**src/rtl/acp_pkg.sv**
```systemverilog
// Constants shared by the ASCII configuration command interpreter
package acp_pkg;

    // ========================================================================
    // Clock and line rates
    localparam int unsigned ACP_CLK_HZ = 100_000_000;
    localparam logic [19:0] ACP_DIVS [8] = '{
        20'(ACP_CLK_HZ / 300),   20'(ACP_CLK_HZ / 600),   20'(ACP_CLK_HZ / 1200),
        20'(ACP_CLK_HZ / 2400),  20'(ACP_CLK_HZ / 4800),  20'(ACP_CLK_HZ / 9600),
        20'(ACP_CLK_HZ / 19200), 20'(ACP_CLK_HZ / 38400)};
    localparam logic [7:0] ACP_RATE_MIN  = 8'h01;
    localparam logic [7:0] ACP_RATE_MAX  = 8'h08;
    localparam logic [7:0] ACP_RATE_9600 = 8'h06;

    // ========================================================================
    // Characters and command keywords
    localparam logic [7:0] ACP_CHR_CR    = 8'h0D;
    localparam logic [7:0] ACP_CHR_PCT   = 8'h25;
    localparam logic [7:0] ACP_CHR_DOL   = 8'h24;
    localparam logic [7:0] ACP_CHR_HASH  = 8'h23;
    localparam logic [7:0] ACP_CHR_AT    = 8'h40;
    localparam logic [7:0] ACP_CHR_BANG  = 8'h21;
    localparam logic [7:0] ACP_CHR_QM    = 8'h3F;
    localparam logic [7:0] ACP_CHR_0     = 8'h30;
    localparam logic [7:0] ACP_CHR_1     = 8'h31;
    localparam logic [7:0] ACP_CHR_9     = 8'h39;
    localparam logic [7:0] ACP_CHR_A     = 8'h41;
    localparam logic [7:0] ACP_CHR_F     = 8'h46;
    localparam logic [7:0] ACP_CHR_AOFS  = 8'h37;
    localparam logic [7:0] ACP_KEY_RDCFG = 8'h32;
    localparam logic [7:0] ACP_KEY_OFS   = 8'h31;
    localparam logic [7:0] ACP_KEY_GAIN  = 8'h30;
    localparam logic [7:0] ACP_KEY_NAME  = 8'h4D;
    localparam logic [7:0] ACP_KEY_CHEN  = 8'h35;
    localparam logic [7:0] ACP_KEY_CHST  = 8'h36;

    // ========================================================================
    // Frame lengths, field layout, defaults
    localparam logic [4:0] ACP_BUF_LEN  = 5'd16;
    localparam logic [4:0] ACP_LEN_CFG  = 5'd11;
    localparam logic [4:0] ACP_LEN_RD   = 5'd4;
    localparam logic [4:0] ACP_LEN_CAL  = 5'd5;
    localparam logic [4:0] ACP_LEN_CHEN = 5'd6;
    localparam logic [4:0] ACP_LEN_CKS  = 5'd2;
    localparam logic [4:0] ACP_LEN_HDR  = 5'd3;
    localparam int         ACP_FMT_CKS  = 6;
    localparam int         ACP_FMT_RSV  = 7;
    localparam logic [1:0] ACP_FMT_BAD  = 2'b11;
    localparam logic [7:0] ACP_CFG_ADDR = 8'h00;
    localparam logic [7:0] ACP_TYPE     = 8'h00;
    localparam logic [7:0] ACP_RST_ADDR = 8'h01;
    localparam logic [7:0] ACP_RST_FMT  = 8'h00;
    localparam logic [1:0] ACP_RST_CHEN = 2'b11;
    // Model string is arbitrary, sent first character first
    localparam logic [4:0] ACP_NAME_LEN = 5'd8;
    localparam logic [0:7][7:0] ACP_NAME = "ACQ2CH01";

    // ========================================================================
    // Register map (byte addresses)
    localparam logic [7:0] ACP_REG_CFG  = 8'h00;
    localparam logic [7:0] ACP_REG_CHEN = 8'h04;
    localparam logic [7:0] ACP_REG_STAT = 8'h08;
    localparam logic [7:0] ACP_REG_CTRL = 8'h0C;

endpackage

```
**src/rtl/acp_hex_dec.sv**
```systemverilog
// Upper-case ASCII hex character to nibble decoder
`timescale 1ns/1ps
`default_nettype none
module acp_hex_dec
    import acp_pkg::*;
(
    input  wire logic [7:0] i_chr,
    output logic      [3:0] o_nib,
    output logic            o_ok
);
    // ========================================================================
    // Decode digits and A to F only
    always_comb begin
        o_ok  = 1'b0;
        o_nib = 4'h0;
        if (i_chr >= ACP_CHR_0 && i_chr <= ACP_CHR_9) begin
            o_ok  = 1'b1;
            o_nib = 4'(i_chr - ACP_CHR_0);
        end else if (i_chr >= ACP_CHR_A && i_chr <= ACP_CHR_F) begin
            o_ok  = 1'b1;
            o_nib = 4'(i_chr - ACP_CHR_AOFS);
        end
    end
endmodule
`default_nettype wire

```
**src/rtl/acp_parser.sv**
```systemverilog
// ASCII command interpreter for a two-channel acquisition module
//
// Chosen here: the Wishbone interface to the registers and the address map.
`timescale 1ns/1ps
`default_nettype none
// Function
// RULE1: frames end with carriage return
// RULE2: match two-hex-digit station id
// RULE3: silent on wrong id or line error
// RULE4: name read silent on syntax error
// RULE5: bang answers accept, question mark rejects
// RULE6: line rate or checksum change needs jumper
// RULE7: configuring needs jumper, answers at 00
// RULE8: configure reply carries the new id
// RULE9: host sends type code 00
// RULE10: rate code 06 means 9600 bps
// RULE11: format 00 engineering units, no checksum
// RULE12: read config returns id,type,rate,format
// RULE13: keyword 1 calibrates channel offset
// RULE14: keyword 0 calibrates channel gain
// RULE15: host calibrates offset before gain
// RULE16: keyword M returns model string
// RULE17: keyword 5 sets channel enables
// RULE18: keyword 6 reports channel enables
// RULE19: configure carries five hex fields
// RULE20: rate codes 01 to 08 map rates
// RULE21: format byte reserved, checksum, data format
// RULE22: checksum is byte sum of characters
// RULE23: commit settings after reply is sent
// RULE24: new delimiter drops partial frame
module acp_parser
    import acp_pkg::*;
(
    input  wire logic        I_CLK,
    input  wire logic        I_RST_N,
    input  wire logic        I_WB_CYC,
    input  wire logic        I_WB_STB,
    input  wire logic        I_WB_WE,
    input  wire logic [7:0]  I_WB_ADR,
    input  wire logic [3:0]  I_WB_SEL,
    input  wire logic [31:0] I_WB_DAT,
    output logic      [31:0] O_WB_DAT,
    output logic             O_WB_ACK,
    input  wire logic        I_CFG_JUMPER,
    input  wire logic [7:0]  I_RX_DATA,
    input  wire logic        I_RX_VALID,
    input  wire logic        I_RX_ERR,
    output logic      [7:0]  O_TX_DATA,
    output logic             O_TX_VALID,
    input  wire logic        I_TX_READY,
    output logic             O_CAL_OFFSET,
    output logic             O_CAL_GAIN,
    output logic             O_CAL_CHAN,
    output logic      [7:0]  O_STATION_ID,
    output logic      [7:0]  O_LINE_RATE_CODE,
    output logic      [7:0]  O_FORMAT,
    output logic      [19:0] O_BAUD_DIV,
    output logic      [1:0]  O_CHAN_EN,
    output logic             O_NV_WR
);
    // ========================================================================
    // State
    typedef enum logic [2:0] {
        ST_IDLE  = 3'b000,
        ST_PARSE = 3'b001,
        ST_SEND  = 3'b011,
        ST_SUMH  = 3'b010,
        ST_SUML  = 3'b110,
        ST_TERM  = 3'b111,
        ST_CMT   = 3'b101
    } acp_st_t;

    typedef struct packed {
        acp_st_t          st;
        logic [15:0][7:0] rx, tx;
        logic [4:0]       rx_len, tx_len, tx_idx;
        logic             rx_act, rx_bad, tx_valid, commit, nv_wr, en, wb_ack;
        logic [7:0]       tx_sum, tx_data, addr, rate, fmt, p_addr, p_rate, p_fmt;
        logic [1:0]       chen, p_chen, jmp;
        logic [19:0]      div;
        logic             cal_off, cal_gain, cal_ch;
        logic [31:0]      wb_dat;
    } acp_state_t;

    acp_state_t s_reg;
    acp_state_t s_next;

    logic [15:0][3:0] nib;
    logic [15:0]      hv;
    logic [15:0][7:0] r_buf;
    logic [7:0]       eff_addr, rx_sum, r_addr, r_rate, r_fmt;
    logic [4:0]       body, r_len;
    logic [1:0]       r_chen;
    logic             jumper, ck_en, addr_ok, cks_ok, silent, ack;
    logic             r_commit, r_off, r_gain, cfg_chg;

    assign jumper   = s_reg.jmp[1];
    assign ck_en    = s_reg.fmt[ACP_FMT_CKS];
    assign eff_addr = jumper ? ACP_CFG_ADDR : s_reg.addr;  // [RULE7]

    function automatic logic [7:0] hex_chr(input logic [3:0] v);
        hex_chr = (v < 4'hA) ? (ACP_CHR_0 + {4'h0, v}) : (ACP_CHR_AOFS + {4'h0, v});
    endfunction

    // ========================================================================
    // Hex decode of every stored character
    for (genvar g = 0; g < 16; g++) begin : g_hex
        acp_hex_dec u_dec (
            .i_chr (s_reg.rx[g]),
            .o_nib (nib[g]),
            .o_ok  (hv[g])
        );
    end

    // ========================================================================
    // Command decode and reply build
    always_comb begin
        body = ck_en ? (s_reg.rx_len - ACP_LEN_CKS) : s_reg.rx_len;
        rx_sum = 8'h00;
        for (int i = 0; i < 16; i++) begin
            if (5'(i) < body) rx_sum = rx_sum + s_reg.rx[i];  // [RULE22]
        end
        cks_ok = !ck_en || (s_reg.rx_len > ACP_LEN_CKS + ACP_LEN_HDR
            && hv[body[3:0]] && hv[body[3:0] + 4'h1]
            && {nib[body[3:0]], nib[body[3:0] + 4'h1]} == rx_sum);  // [RULE22]
        addr_ok = body >= ACP_LEN_HDR && hv[1] && hv[2]
            && {nib[1], nib[2]} == eff_addr;  // [RULE2]
        silent   = !(addr_ok && cks_ok && s_reg.en && !s_reg.rx_bad);  // [RULE3]
        ack      = 1'b0;
        r_buf    = '0;
        r_len    = ACP_LEN_HDR;
        r_commit = 1'b0;
        r_off    = 1'b0;
        r_gain   = 1'b0;
        r_addr   = s_reg.addr;
        r_rate   = s_reg.rate;
        r_fmt    = s_reg.fmt;
        r_chen   = s_reg.chen;
        r_buf[1] = s_reg.rx[1];
        r_buf[2] = s_reg.rx[2];
        cfg_chg  = {nib[3], nib[4]} != s_reg.addr || {nib[7], nib[8]} != s_reg.rate
            || {nib[9], nib[10]} != s_reg.fmt;
        if (s_reg.rx[0] == ACP_CHR_PCT) begin
            // Configure: new id, type, rate code, format byte
            if (body == ACP_LEN_CFG && &hv[10:3]  // [RULE19]
                && {nib[7], nib[8]} >= ACP_RATE_MIN
                && {nib[7], nib[8]} <= ACP_RATE_MAX  // [RULE20]
                && nib[9][ACP_FMT_RSV - 4] == 1'b0
                && nib[10][1:0] != ACP_FMT_BAD  // [RULE21]
                && {nib[5], nib[6]} == ACP_TYPE
                && (jumper || !cfg_chg)) begin  // [RULE6] [RULE7]
                ack      = 1'b1;
                r_commit = 1'b1;
                r_addr   = {nib[3], nib[4]};
                r_rate   = {nib[7], nib[8]};
                r_fmt    = {nib[9], nib[10]};  // [RULE11]
                r_buf[1] = hex_chr(nib[3]);  // [RULE8]
                r_buf[2] = hex_chr(nib[4]);
            end
        end else if (s_reg.rx[0] == ACP_CHR_DOL) begin
            if (s_reg.rx[3] == ACP_KEY_RDCFG && body == ACP_LEN_RD) begin
                ack      = 1'b1;  // [RULE12]
                r_buf[3] = hex_chr(ACP_TYPE[7:4]);
                r_buf[4] = hex_chr(ACP_TYPE[3:0]);
                r_buf[5] = hex_chr(s_reg.rate[7:4]);  // [RULE10]
                r_buf[6] = hex_chr(s_reg.rate[3:0]);
                r_buf[7] = hex_chr(s_reg.fmt[7:4]);
                r_buf[8] = hex_chr(s_reg.fmt[3:0]);
                r_len    = ACP_LEN_HDR + 5'd6;
            end else if ((s_reg.rx[3] == ACP_KEY_OFS || s_reg.rx[3] == ACP_KEY_GAIN)
                && body == ACP_LEN_CAL
                && (s_reg.rx[4] == ACP_CHR_0 || s_reg.rx[4] == ACP_CHR_1)) begin
                ack    = 1'b1;
                r_off  = s_reg.rx[3] == ACP_KEY_OFS;  // [RULE13]
                r_gain = s_reg.rx[3] == ACP_KEY_GAIN;  // [RULE14]
            end else if (s_reg.rx[3] == ACP_KEY_NAME) begin
                if (body == ACP_LEN_RD) begin
                    ack   = 1'b1;  // [RULE16]
                    r_len = ACP_LEN_HDR + ACP_NAME_LEN;
                    for (int i = 0; i < 8; i++) r_buf[i + 3] = ACP_NAME[i];
                end else begin
                    silent = 1'b1;  // [RULE4]
                end
            end else if (s_reg.rx[3] == ACP_KEY_CHEN && body == ACP_LEN_CHEN
                && s_reg.rx[4] == ACP_CHR_0 && hv[5]) begin
                ack      = 1'b1;
                r_commit = 1'b1;
                r_chen   = nib[5][1:0];  // [RULE17]
            end else if (s_reg.rx[3] == ACP_KEY_CHST && body == ACP_LEN_RD) begin
                ack      = 1'b1;  // [RULE18]
                r_buf[3] = ACP_CHR_0;
                r_buf[4] = hex_chr({2'b00, s_reg.chen});
                r_len    = ACP_LEN_HDR + 5'd2;
            end
        end
        r_buf[0] = ack ? ACP_CHR_BANG : ACP_CHR_QM;  // [RULE5]
        if (!ack) r_len = ACP_LEN_HDR;
    end

    // ========================================================================
    // Next-state logic
    always_comb begin
        s_next          = s_reg;
        s_next.cal_off  = 1'b0;
        s_next.cal_gain = 1'b0;
        s_next.nv_wr    = 1'b0;
        s_next.jmp      = {s_reg.jmp[0], I_CFG_JUMPER};
        // Wishbone slave: ack one cycle after the strobe, write on the ack edge
        s_next.wb_ack = I_WB_CYC && I_WB_STB && !s_reg.wb_ack;
        s_next.wb_dat = 32'h0000_0000;
        if (I_WB_CYC && I_WB_STB && !s_reg.wb_ack) begin
            if (I_WB_ADR == ACP_REG_CFG) begin
                s_next.wb_dat = {s_reg.addr, ACP_TYPE, s_reg.rate, s_reg.fmt};
            end else if (I_WB_ADR == ACP_REG_CHEN) begin
                s_next.wb_dat = {30'h0, s_reg.chen};
            end else if (I_WB_ADR == ACP_REG_STAT) begin
                s_next.wb_dat = {27'h0, s_reg.commit, jumper, s_reg.st};
            end else if (I_WB_ADR == ACP_REG_CTRL) begin
                s_next.wb_dat = {31'h0, s_reg.en};
            end
        end
        if (I_WB_CYC && I_WB_STB && I_WB_WE && s_reg.wb_ack && I_WB_SEL[0]) begin
            if (I_WB_ADR == ACP_REG_CHEN) begin
                s_next.chen = I_WB_DAT[1:0];
            end else if (I_WB_ADR == ACP_REG_CTRL) begin
                s_next.en = I_WB_DAT[0];
            end
        end
        case (s_reg.st)
            ST_IDLE: begin
                if (I_RX_VALID) begin
                    if (I_RX_DATA == ACP_CHR_PCT || I_RX_DATA == ACP_CHR_DOL
                        || I_RX_DATA == ACP_CHR_HASH || I_RX_DATA == ACP_CHR_AT) begin
                        s_next.rx_act = 1'b1;  // [RULE24]
                        s_next.rx_bad = I_RX_ERR;
                        s_next.rx     = '0;
                        s_next.rx[0]  = I_RX_DATA;
                        s_next.rx_len = 5'd1;
                    end else if (s_reg.rx_act && I_RX_DATA == ACP_CHR_CR) begin
                        s_next.rx_act = 1'b0;  // [RULE1]
                        s_next.rx_bad = s_reg.rx_bad || I_RX_ERR;
                        s_next.st     = ST_PARSE;
                    end else if (s_reg.rx_act) begin
                        if (s_reg.rx_len == ACP_BUF_LEN) begin
                            s_next.rx_bad = 1'b1;
                        end else begin
                            s_next.rx[s_reg.rx_len[3:0]] = I_RX_DATA;
                            s_next.rx_len = s_reg.rx_len + 5'd1;
                        end
                        if (I_RX_ERR) s_next.rx_bad = 1'b1;
                    end
                end
            end
            ST_PARSE: begin
                s_next.st     = ST_IDLE;
                s_next.tx_idx = 5'd0;
                s_next.tx_sum = 8'h00;
                if (!silent) begin
                    s_next.st       = ST_SEND;
                    s_next.tx       = r_buf;
                    s_next.tx_len   = r_len;
                    s_next.commit   = r_commit;
                    s_next.p_addr   = r_addr;
                    s_next.p_rate   = r_rate;
                    s_next.p_fmt    = r_fmt;
                    s_next.p_chen   = r_chen;
                    s_next.cal_off  = r_off;
                    s_next.cal_gain = r_gain;
                    s_next.cal_ch   = s_reg.rx[4] == ACP_CHR_1;
                end
            end
            ST_SEND, ST_SUMH, ST_SUML, ST_TERM: begin
                if (s_reg.tx_valid && I_TX_READY) begin
                    s_next.tx_valid = 1'b0;
                    if (s_reg.st == ST_SEND) begin
                        s_next.tx_idx = s_reg.tx_idx + 5'd1;
                        if (s_reg.tx_idx + 5'd1 == s_reg.tx_len) begin
                            s_next.st = ck_en ? ST_SUMH : ST_TERM;  // [RULE22]
                        end
                    end else if (s_reg.st == ST_SUMH) begin
                        s_next.st = ST_SUML;
                    end else if (s_reg.st == ST_SUML) begin
                        s_next.st = ST_TERM;
                    end else begin
                        s_next.st = s_reg.commit ? ST_CMT : ST_IDLE;  // [RULE23]
                    end
                end else if (!s_reg.tx_valid) begin
                    s_next.tx_valid = 1'b1;
                    if (s_reg.st == ST_SEND) begin
                        s_next.tx_data = s_reg.tx[s_reg.tx_idx[3:0]];
                        s_next.tx_sum  = s_reg.tx_sum + s_reg.tx[s_reg.tx_idx[3:0]];
                    end else if (s_reg.st == ST_SUMH) begin
                        s_next.tx_data = hex_chr(s_reg.tx_sum[7:4]);
                    end else if (s_reg.st == ST_SUML) begin
                        s_next.tx_data = hex_chr(s_reg.tx_sum[3:0]);
                    end else begin
                        s_next.tx_data = ACP_CHR_CR;  // [RULE1]
                    end
                end
            end
            ST_CMT: begin
                s_next.addr   = s_reg.p_addr;  // [RULE23]
                s_next.rate   = s_reg.p_rate;
                s_next.fmt    = s_reg.p_fmt;
                s_next.chen   = s_reg.p_chen;
                s_next.div    = ACP_DIVS[3'(s_reg.p_rate - ACP_RATE_MIN)];  // [RULE20]
                s_next.commit = 1'b0;
                s_next.nv_wr  = 1'b1;
                s_next.st     = ST_IDLE;
            end
            default: s_next.st = ST_IDLE;
        endcase
    end

    // ========================================================================
    // State register
    always_ff @(posedge I_CLK or negedge I_RST_N) begin
        if (!I_RST_N) begin
            s_reg      <= '0;
            s_reg.st   <= ST_IDLE;
            s_reg.addr <= ACP_RST_ADDR;
            s_reg.rate <= ACP_RATE_9600;
            s_reg.fmt  <= ACP_RST_FMT;
            s_reg.chen <= ACP_RST_CHEN;
            s_reg.div  <= ACP_DIVS[3'(ACP_RATE_9600 - ACP_RATE_MIN)];
            s_reg.en   <= 1'b1;
        end else begin
            s_reg <= s_next;
        end
    end

    // Outputs
    assign O_WB_DAT         = s_reg.wb_dat;
    assign O_WB_ACK         = s_reg.wb_ack;
    assign O_TX_DATA        = s_reg.tx_data;
    assign O_TX_VALID       = s_reg.tx_valid;
    assign O_CAL_OFFSET     = s_reg.cal_off;
    assign O_CAL_GAIN       = s_reg.cal_gain;
    assign O_CAL_CHAN       = s_reg.cal_ch;
    assign O_STATION_ID     = s_reg.addr;
    assign O_LINE_RATE_CODE = s_reg.rate;
    assign O_FORMAT         = s_reg.fmt;
    assign O_BAUD_DIV       = s_reg.div;
    assign O_CHAN_EN        = s_reg.chen;
    assign O_NV_WR          = s_reg.nv_wr;
endmodule
`default_nettype wire

```
**config.mk**
```make
export PLATFORM = sky130hd
export DESIGN_NAME = acp_parser
export DESIGN_NICKNAME = d
export VERILOG_FILES = /design/src/rtl/acp_pkg.sv /design/src/rtl/acp_hex_dec.sv /design/src/rtl/acp_parser.sv
export SDC_FILE = /design/constraint.sdc
export NUM_CORES = 1
export LEC_CHECK = 0
export BUFFER_PORTS_ARGS = -buffer_cell sky130_fd_sc_hd__buf_2
export CORE_ASPECT_RATIO = 1.1
export CORE_MARGIN = 2
export CORE_UTILIZATION = 30
export CTS_CLUSTER_DIAMETER = 40
export DETAILED_ROUTE_END_ITERATION = 8
export GPL_TIMING_DRIVEN = 0
export PLACE_DENSITY = 0.52
export SYNTH_ARGS = -nofsm -noshare
export SYNTH_HDL_FRONTEND = slang
export SYNTH_SLANG_ARGS = --single-unit
```
**constraint.sdc**
```tcl
create_clock -name I_CLK -period 45.3 [get_ports I_CLK]
set_input_delay 4.53 -clock I_CLK [delete_from_list [all_inputs] [get_ports I_CLK]]
set_output_delay 4.53 -clock I_CLK [all_outputs]
set_load 0.01 [all_outputs]
```
==> impl_metrics.csv, run 1 <==
group,metric,value,unit
yosys,synthDistinctLibCells,107,
worst_setup_path,worstSetupEndpointType,"register",
drt,ant_nets,0,
drt,dr.pass1.iters,7,
floorplanning,initial_utilization,30.3,%
placed_design,post-place-ws,21.46,ns
sta,fin_ws,20.97,ns
yosys,synthesis.area,27600,um^2
worst_setup_path,crit_arrival,24.82,ns
floorplanning,die_h,322,um
worst_setup_path,rr_worst_depth,91,
sta,grt_setup_unrepaired,"no",
min_path,min_to,"jumper$_DFF_PN0_",
cts,clock_sinks,316,
placed_design,dpl_cell_area,29800,um^2
yosys,synth.avg_cell_area,8.54,um^2
yosys,synth_simple_gate_area_share,19.6,%
cells_and_area,fin_area,32400,um^2
run,maxCapViolCount,0,
global_routing,grt.overflow.total,0,
sta,fmax,0.0411,GHz
worst_setup_path,critical-path-max-stage-delay,0.79,ns
worst_setup_path,path_max_fanout,10,
placed_design,io_buffers,105,
cts,clk_path_buf_depth,3,
drt,drtIter0Drc,2319,
drt,vias_per_cell,5.77,
cts,root_buffer,"clkbuf_16",
floorplanning,rows,116,
pwr,power.share.sequential,15.2,%
drt,wl_per_cell,24.2,um
min_path,hold_class,"reg -> reg",
worst_setup_path,critPathBufInv,10,
cts,ctsResizeCount,0,
sta,hold_violations,0,
yosys,postSynthCellCount,3237,
placed_design,gp_congestion,1.00,
placed_design,dp.cells,4536,
floorplanning,fp.coreArea,91100,um^2
sta,finalSetupTns,0,ns
sta,min_period,24.33,ns
cells_and_area,instances_no_fill,4671,
min_path,hp-start,"s_next[56]$_DFF_PN0_",
yosys,yosys_warnings,0,
worst_setup_path,crit_slowest_cell,"clkbuf_1",
placed_design,hpwl,87.8,mm
yosys,synth_compound_area_share,24.8,%
sta,slew_headroom,2.73,%
worst_setup_path,crit_required,45.80,ns
pwr,p_clk_share,24.6,%
pwr,leakage,0.0146,uW
cts,htreeDepth,3,
pwr,switchingPower,1110,uW
global_routing,grt_pass1_wl,168,mm
sta,timing.final.crit_share,53.7,%
drt,vias,26972,
cts,cts_tree,"done",
cells_and_area,largest_register_ffs,232,
pwr,p_comb_share,60.2,%
cts,cts_made_buffers,72,
yosys,synth_xor_area_share,4.70,%
cts,clkLatencyLatePin,0.61,ns
status,outcome,"finished, final reports clean",
pwr,p_sw_share,48.4,%
yosys,synth_fa_ha_area_share,10.5,%
yosys,synth.area.mux_share,5.24,%
global_routing,grt_pass1_vias,25710,
global_routing,antenna_found_initial,3,
worst_setup_path,startpoint_type,"register",
cells_and_area,layout-drive-gt1-share,13.8,%
yosys,synth_edf_count,0,
sta,finalMaxSlewViolations,0,
floorplanning,ios,153,
worst_setup_path,reg2reg_to,"s_reg[170]$_DFFE_PN0N_",
sta,clock_skew,0.0184,ns
cts,hold_buffers,0,
yosys,ys_async_sr_fraction,100,%
floorplanning,dieArea,94600,um^2
sta,tightestPinTransition,1.46,ns
worst_setup_path,ff2ff_setup_slack,20.97,ns
yosys,synth_top_family_by_area,"compound AO/OA/AOI/OAI gates",
cells_and_area,area_growth,17.3,%
global_routing,grt_max_degree,105,
worst_setup_path,cpMostUsedCell,"ha_1",
pwr,peakVddDrop,0.0363,mV
drt,routed_wl,113,mm
pwr,p_per_area,70.5,nW/um^2
yosys,ys_seq_elements,316,
yosys,synthFlopType,"dfrtp_1",
sta,setup_viol,0,
drt,post-route-drc-count,0,
pwr,intPower,1180,uW
cts,post-cts-setup-buffers,0,
cts,clkTransAtPathRegs,0.05,ns
global_routing,global_route.usage.total,23.4,%
worst_setup_path,worstSetupPathType,"reg -> reg",
floorplanning,die_w,293,um
min_path,min_path_cells,0,
yosys,synth_seq_area_share,28.7,%
worst_setup_path,reg2reg_from,"s_reg[142]$_DFFE_PN0P_",
cells_and_area,fin_nets,3714,
worst_setup_path,crit_family,"compound AO/OA/AOI/OAI gates",
==> logic make-up after synthesis <==
logic type	after synthesis
other	1
adder cells (fa/ha/maj)	223
multiplexers	119
AO/OA/AOI/OAI	981
buffers and inverters	376
flip-flops	316
AND/OR/NAND/NOR	1079
XOR/XNOR	142
==> power groups by stage <==
stage / logic [uW] / registers [uW] / clock network [uW]
global route: 1500 / 351 / 582
floorplan: 954 / 335 / 0
global placement: 1340 / 350 / 0
CTS: 1350 / 346 / 569
detailed placement: 1340 / 350 / 0
finish: 1380 / 348 / 562
==> cell type report <==
class                   instances  area (um^2)
clock buffers                  83         1920
plain buffers                 249         1310
multi-input cells            2553        18000
repair buffers                112          646
fillers                      9511        58700
diodes                          1         2.50
flip-flops and latches        316         7920
well taps                    1180         1480
inverters                     127          477
clock inverters                50          699
==> stage by stage <==
stage	utilization, %	hold WS (ns)	power [uW]
global route	35.6	0.370	2430
floorplan	-	0.331	1290
detailed placement	32.7	0.341	1690
CTS	35.6	0.353	2270
finish	35.6	0.350	2290
global placement	32.6	0.343	1690
==> cell usage in the layout (no fill, tap or decap), drive strengths merged, types with 36 or more instances in the layout <==
cell	instances
a211oi	41
nand3	80
a21oi	202
mux2i	66
nor2	270
xor2	48
mux2	36
inv	131
buf	246
ha	206
a21o	63
dfrtp	305
xnor2	90
clkbuf	198
o21ai	168
a31oi	37
nor3	67
nand2	324
a22o	142
==> synth_stat cells, types with 31 or more instances <==
cell type | count | area, um^2
nand2_1 | 324 | 1220
dfrtp_1 | 305 | 7630
nor2_1 | 269 | 1010
ha_1 | 206 | 2580
a21oi_1 | 202 | 1010
o21ai_0 | 155 | 776
a22o_1 | 142 | 1240
inv_1 | 122 | 458
clkbuf_1 | 115 | 432
xnor2_1 | 90 | 788
buf_4 | 88 | 661
nand3_1 | 80 | 400
mux2i_1 | 66 | 661
nor3_1 | 66 | 330
a21o_1 | 63 | 473
xor2_1 | 48 | 420
a211oi_1 | 40 | 300
a31oi_1 | 37 | 231
mux2_2 | 35 | 394
a22oi_1 | 34 | 255
nor2b_1 | 34 | 213
nand4_1 | 33 | 206
nor3b_1 | 31 | 233
o211ai_1 | 31 | 233
==> worst max path at each step <==
stage	start	endpoint	slack [ns]	cells after the start
2_1_floorplan	s_reg[143]$_DFFE_PN0P_	s_reg[58]$_DFFE_PN0N_	26.85	91
3_3_place_gp	s_reg[142]$_DFFE_PN0P_	s_reg[170]$_DFFE_PN0N_	21.37	90
3_5_place_dp	s_reg[142]$_DFFE_PN0P_	s_reg[170]$_DFFE_PN0N_	21.46	90
4_1_cts	s_reg[142]$_DFFE_PN0P_	s_reg[170]$_DFFE_PN0N_	21.37	90
5_1_grt	s_reg[142]$_DFFE_PN0P_	s_reg[138]$_DFFE_PN0N_	19.89	91
6_report	s_reg[142]$_DFFE_PN0P_	s_reg[170]$_DFFE_PN0N_	20.97	91
==> routing by layer <==
layer / routed length, um / global-route usage (%) / vias to the layer above
li1: - / - / 12275
met1: 47200 / 30.0 / 13267
met2: 52500 / 38.9 / 1152
met3: 7980 / 3.62 / 276
met4: 5150 / 10.0 / 2
met5: 13 / 0 / -
==> worst register-to-register path: cells and delay by family (launching register included) <==
kind	cells	cell delay [ns]
xor gates and xnor gates	8	2.05
AOI/OAI and AO/OA	27	6.51
muxes	2	0.60
buffers and inverters	10	3.94
DFF	1	0.45
and+or+nand+nor	29	5.42
adders and majority gates	15	5.25
Note: power is estimated with default switching activity, not from simulation.
==> run 2: changes to the inputs <==
PLACE_DENSITY = 0.54   (was 0.52)
clock period = 21.1 ns   (was 45.3 ns; I/O delays follow)
==> impl_metrics.csv, run 2 (synthesis gave the netlist of run 1 again) <==
group,metric,value,unit
drt,vias_per_cell,5.76,
cts,htreeDepth,3,
sta,setup_viol,0,
worst_setup_path,startpoint,"s_reg[143]$_DFFE_PN0P_",
cells_and_area,final_common_cell,"nand2_1",
worst_setup_path,crit_required,21.58,ns
cells_and_area,layout_common_cells,"nand2_1, dfrtp_1, nor2_1, a21oi_1, ha_1",
drt,wl_per_cell,23.7,um
worst_setup_path,startpoint_type,"register",
sta,fmax,0.0500,GHz
min_path,hp-start,"s_next[56]$_DFF_PN0_",
sta,grt_setup_unrepaired,"no",
pwr,leakage,0.0147,uW
floorplanning,ios,153,
cts,clkTransAtPathRegs,0.05,ns
cells_and_area,diodes,0,
placed_design,io_buffers,105,
run,maxCapViolCount,2,
status,failed_checks,"max-capacitance violations, max-slew violations",
sta,tightestPinTransition,1.70,ns
drt,vias,26932,
global_routing,grt_pass1_vias,25608,
global_routing,antenna_found_initial,3,
sta,clock_skew,0.0210,ns
cells_and_area,layout-drive-gt1-share,15.7,%
cells_and_area,area_growth,18.2,%
drt,post-route-drc-count,0,
floorplanning,rows,116,
sta,fin_ws,1.11,ns
placed_design,hpwl,86.0,mm
worst_setup_path,path_max_fanout,11,
pwr,p_per_area,152,nW/um^2
sta,hold_violations,0,
cts,root_buffer,"clkbuf_16",
pwr,peakVddDrop,0.0648,mV
worst_setup_path,cpMostUsedCell,"fa_1",
cells_and_area,num-fill-cells,9506,
worst_setup_path,worstSetupPathType,"reg -> reg",
floorplanning,initial_utilization,30.3,%
cts,hold_buffers,0,
floorplanning,die_h,322,um
min_path,hold_class,"reg -> reg",
worst_setup_path,crit_arrival,20.47,ns
drt,drtIter0Drc,2647,
floorplanning,fp.coreArea,91100,um^2
cts,cts_made_buffers,67,
drt,ant_nets,0,
worst_setup_path,reg2reg_from,"s_reg[143]$_DFFE_PN0P_",
sta,timing.final.crit_share,94.7,%
cts,clkLatencyLatePin,0.61,ns
worst_setup_path,crit_slowest_cell,"a2111oi_1",
sta,slew_headroom,-14.4,%
cells_and_area,final_core_util,35.9,%
floorplanning,die_w,293,um
cells_and_area,fin_nets,3724,
global_routing,grt_pass1_wl,165,mm
cells_and_area,largest_register_ffs,232,
min_path,min_path_cells,0,
cts,clock_sinks,316,
floorplanning,dieArea,94600,um^2
placed_design,gp_congestion,0.983,
placed_design,post-place-ws,-2.45,ns
worst_setup_path,rr_worst_depth,68,
cts,cts_tree,"done",
sta,finalMaxSlewViolations,9,
global_routing,global_route.usage.total,23.0,%
worst_setup_path,critical-path-max-stage-delay,1.29,ns
sta,min_period,19.99,ns
drt,routed_wl,111,mm
global_routing,grt.overflow.total,0,
cts,clk_path_buf_depth,3,
worst_setup_path,worstSetupEndpointType,"register",
drt,dr.pass1.iters,6,
status,outcome,"finished with violations",
global_routing,grt_max_degree,117,
run 2: cell count changes in the layout (fill, tap and decap cells not counted), sizes merged:
cell,previous run,this run
clkinv,19,16
clkinvlp,15,14
buf,246,260
bufinv,12,6
o211ai,34,35
inv,131,134
diode,1,0
clkbuf,198,195
run 2: power by group:
group,switching (uW),total (uW),leakage (uW),internal [uW]
Combinational,1950,3120,0.00923,1170
Sequential,88.2,749,0.00431,661
Clock,385,1100,0.00112,715
Total,2420,4960,0.0147,2540
run 2: through the flow:
stage	cells	total power (uW)	instance area, um^2	setup TNS, ns	hold WS [ns]
final	4675	4960	32700	0	0.347
after global routing	4675	5280	32700	0	0.356
after CTS	4659	4770	32200	0	0.349
after detailed placement	4535	3610	29800	-190.26	0.337
after global placement	4530	3600	29700	-183.21	0.336
after floorplan	3245	2770	27700	0	0.331
run 2: repair_timing:
| item | CTS | global route |
|---|---|---|
| endpoints found under the setup margin | 85 | 85 |
| cloned | 0 | 1 |
| resized for setup | 26 | 75 |
| pin swaps | 4 | 22 |
| setup buffers | 3 | 17 |
run 2: metal layers:
layer / GRT usage (%) / up-vias / wire length, um
met2: 38.3 / 1155 / 51800
met5: 0 / - / 16
met1: 29.6 / 13199 / 46700
li1: - / 12316 / -
met3: 3.36 / 260 / 7660
met4: 9.66 / 2 / 4720
run 2: cell type report:
type / instances / area [um^2] / area share (%)
plain buffers: 245 / 1340 / 4.11
clock buffers: 80 / 1870 / 5.72
clock inverters: 43 / 495 / 1.52
inverters: 127 / 480 / 1.47
multi-input cells: 2554 / 18300 / 56.1
flip-flops and latches: 316 / 7920 / 24.2
well taps: 1180 / 1480 / 4.52
repair buffers: 130 / 761 / 2.33
run 2: path summary, 6_finish.rpt:
kind / slack, ns / endpoint
setup reg to reg: 1.11 / s_reg[78]$_DFFE_PN0N_
hold reg to reg: 0.35 / jumper$_DFF_PN0_
hold / removal: 0.35 / jumper$_DFF_PN0_
min in group asynchronous: 1.54 / O_BAUD_DIV[14]$_DFFE_PN0P_
max in group asynchronous: 18.02 / O_TX_VALID$_DFFE_PN0N_
setup / recovery: 1.11 / s_reg[78]$_DFFE_PN0N_
run 2: worst max-delay path: cells and delay by family, from the launching register on:
family                     cells  cell delay [ns]
adders and majority gates     16             7.57
and+or+nand+nor               13             1.78
DFF                            1             0.42
muxes                          5             1.29
xor gates and xnor gates       3             0.50
buffers and inverters          9             1.28
AOI/OAI and AO/OA             22             6.96
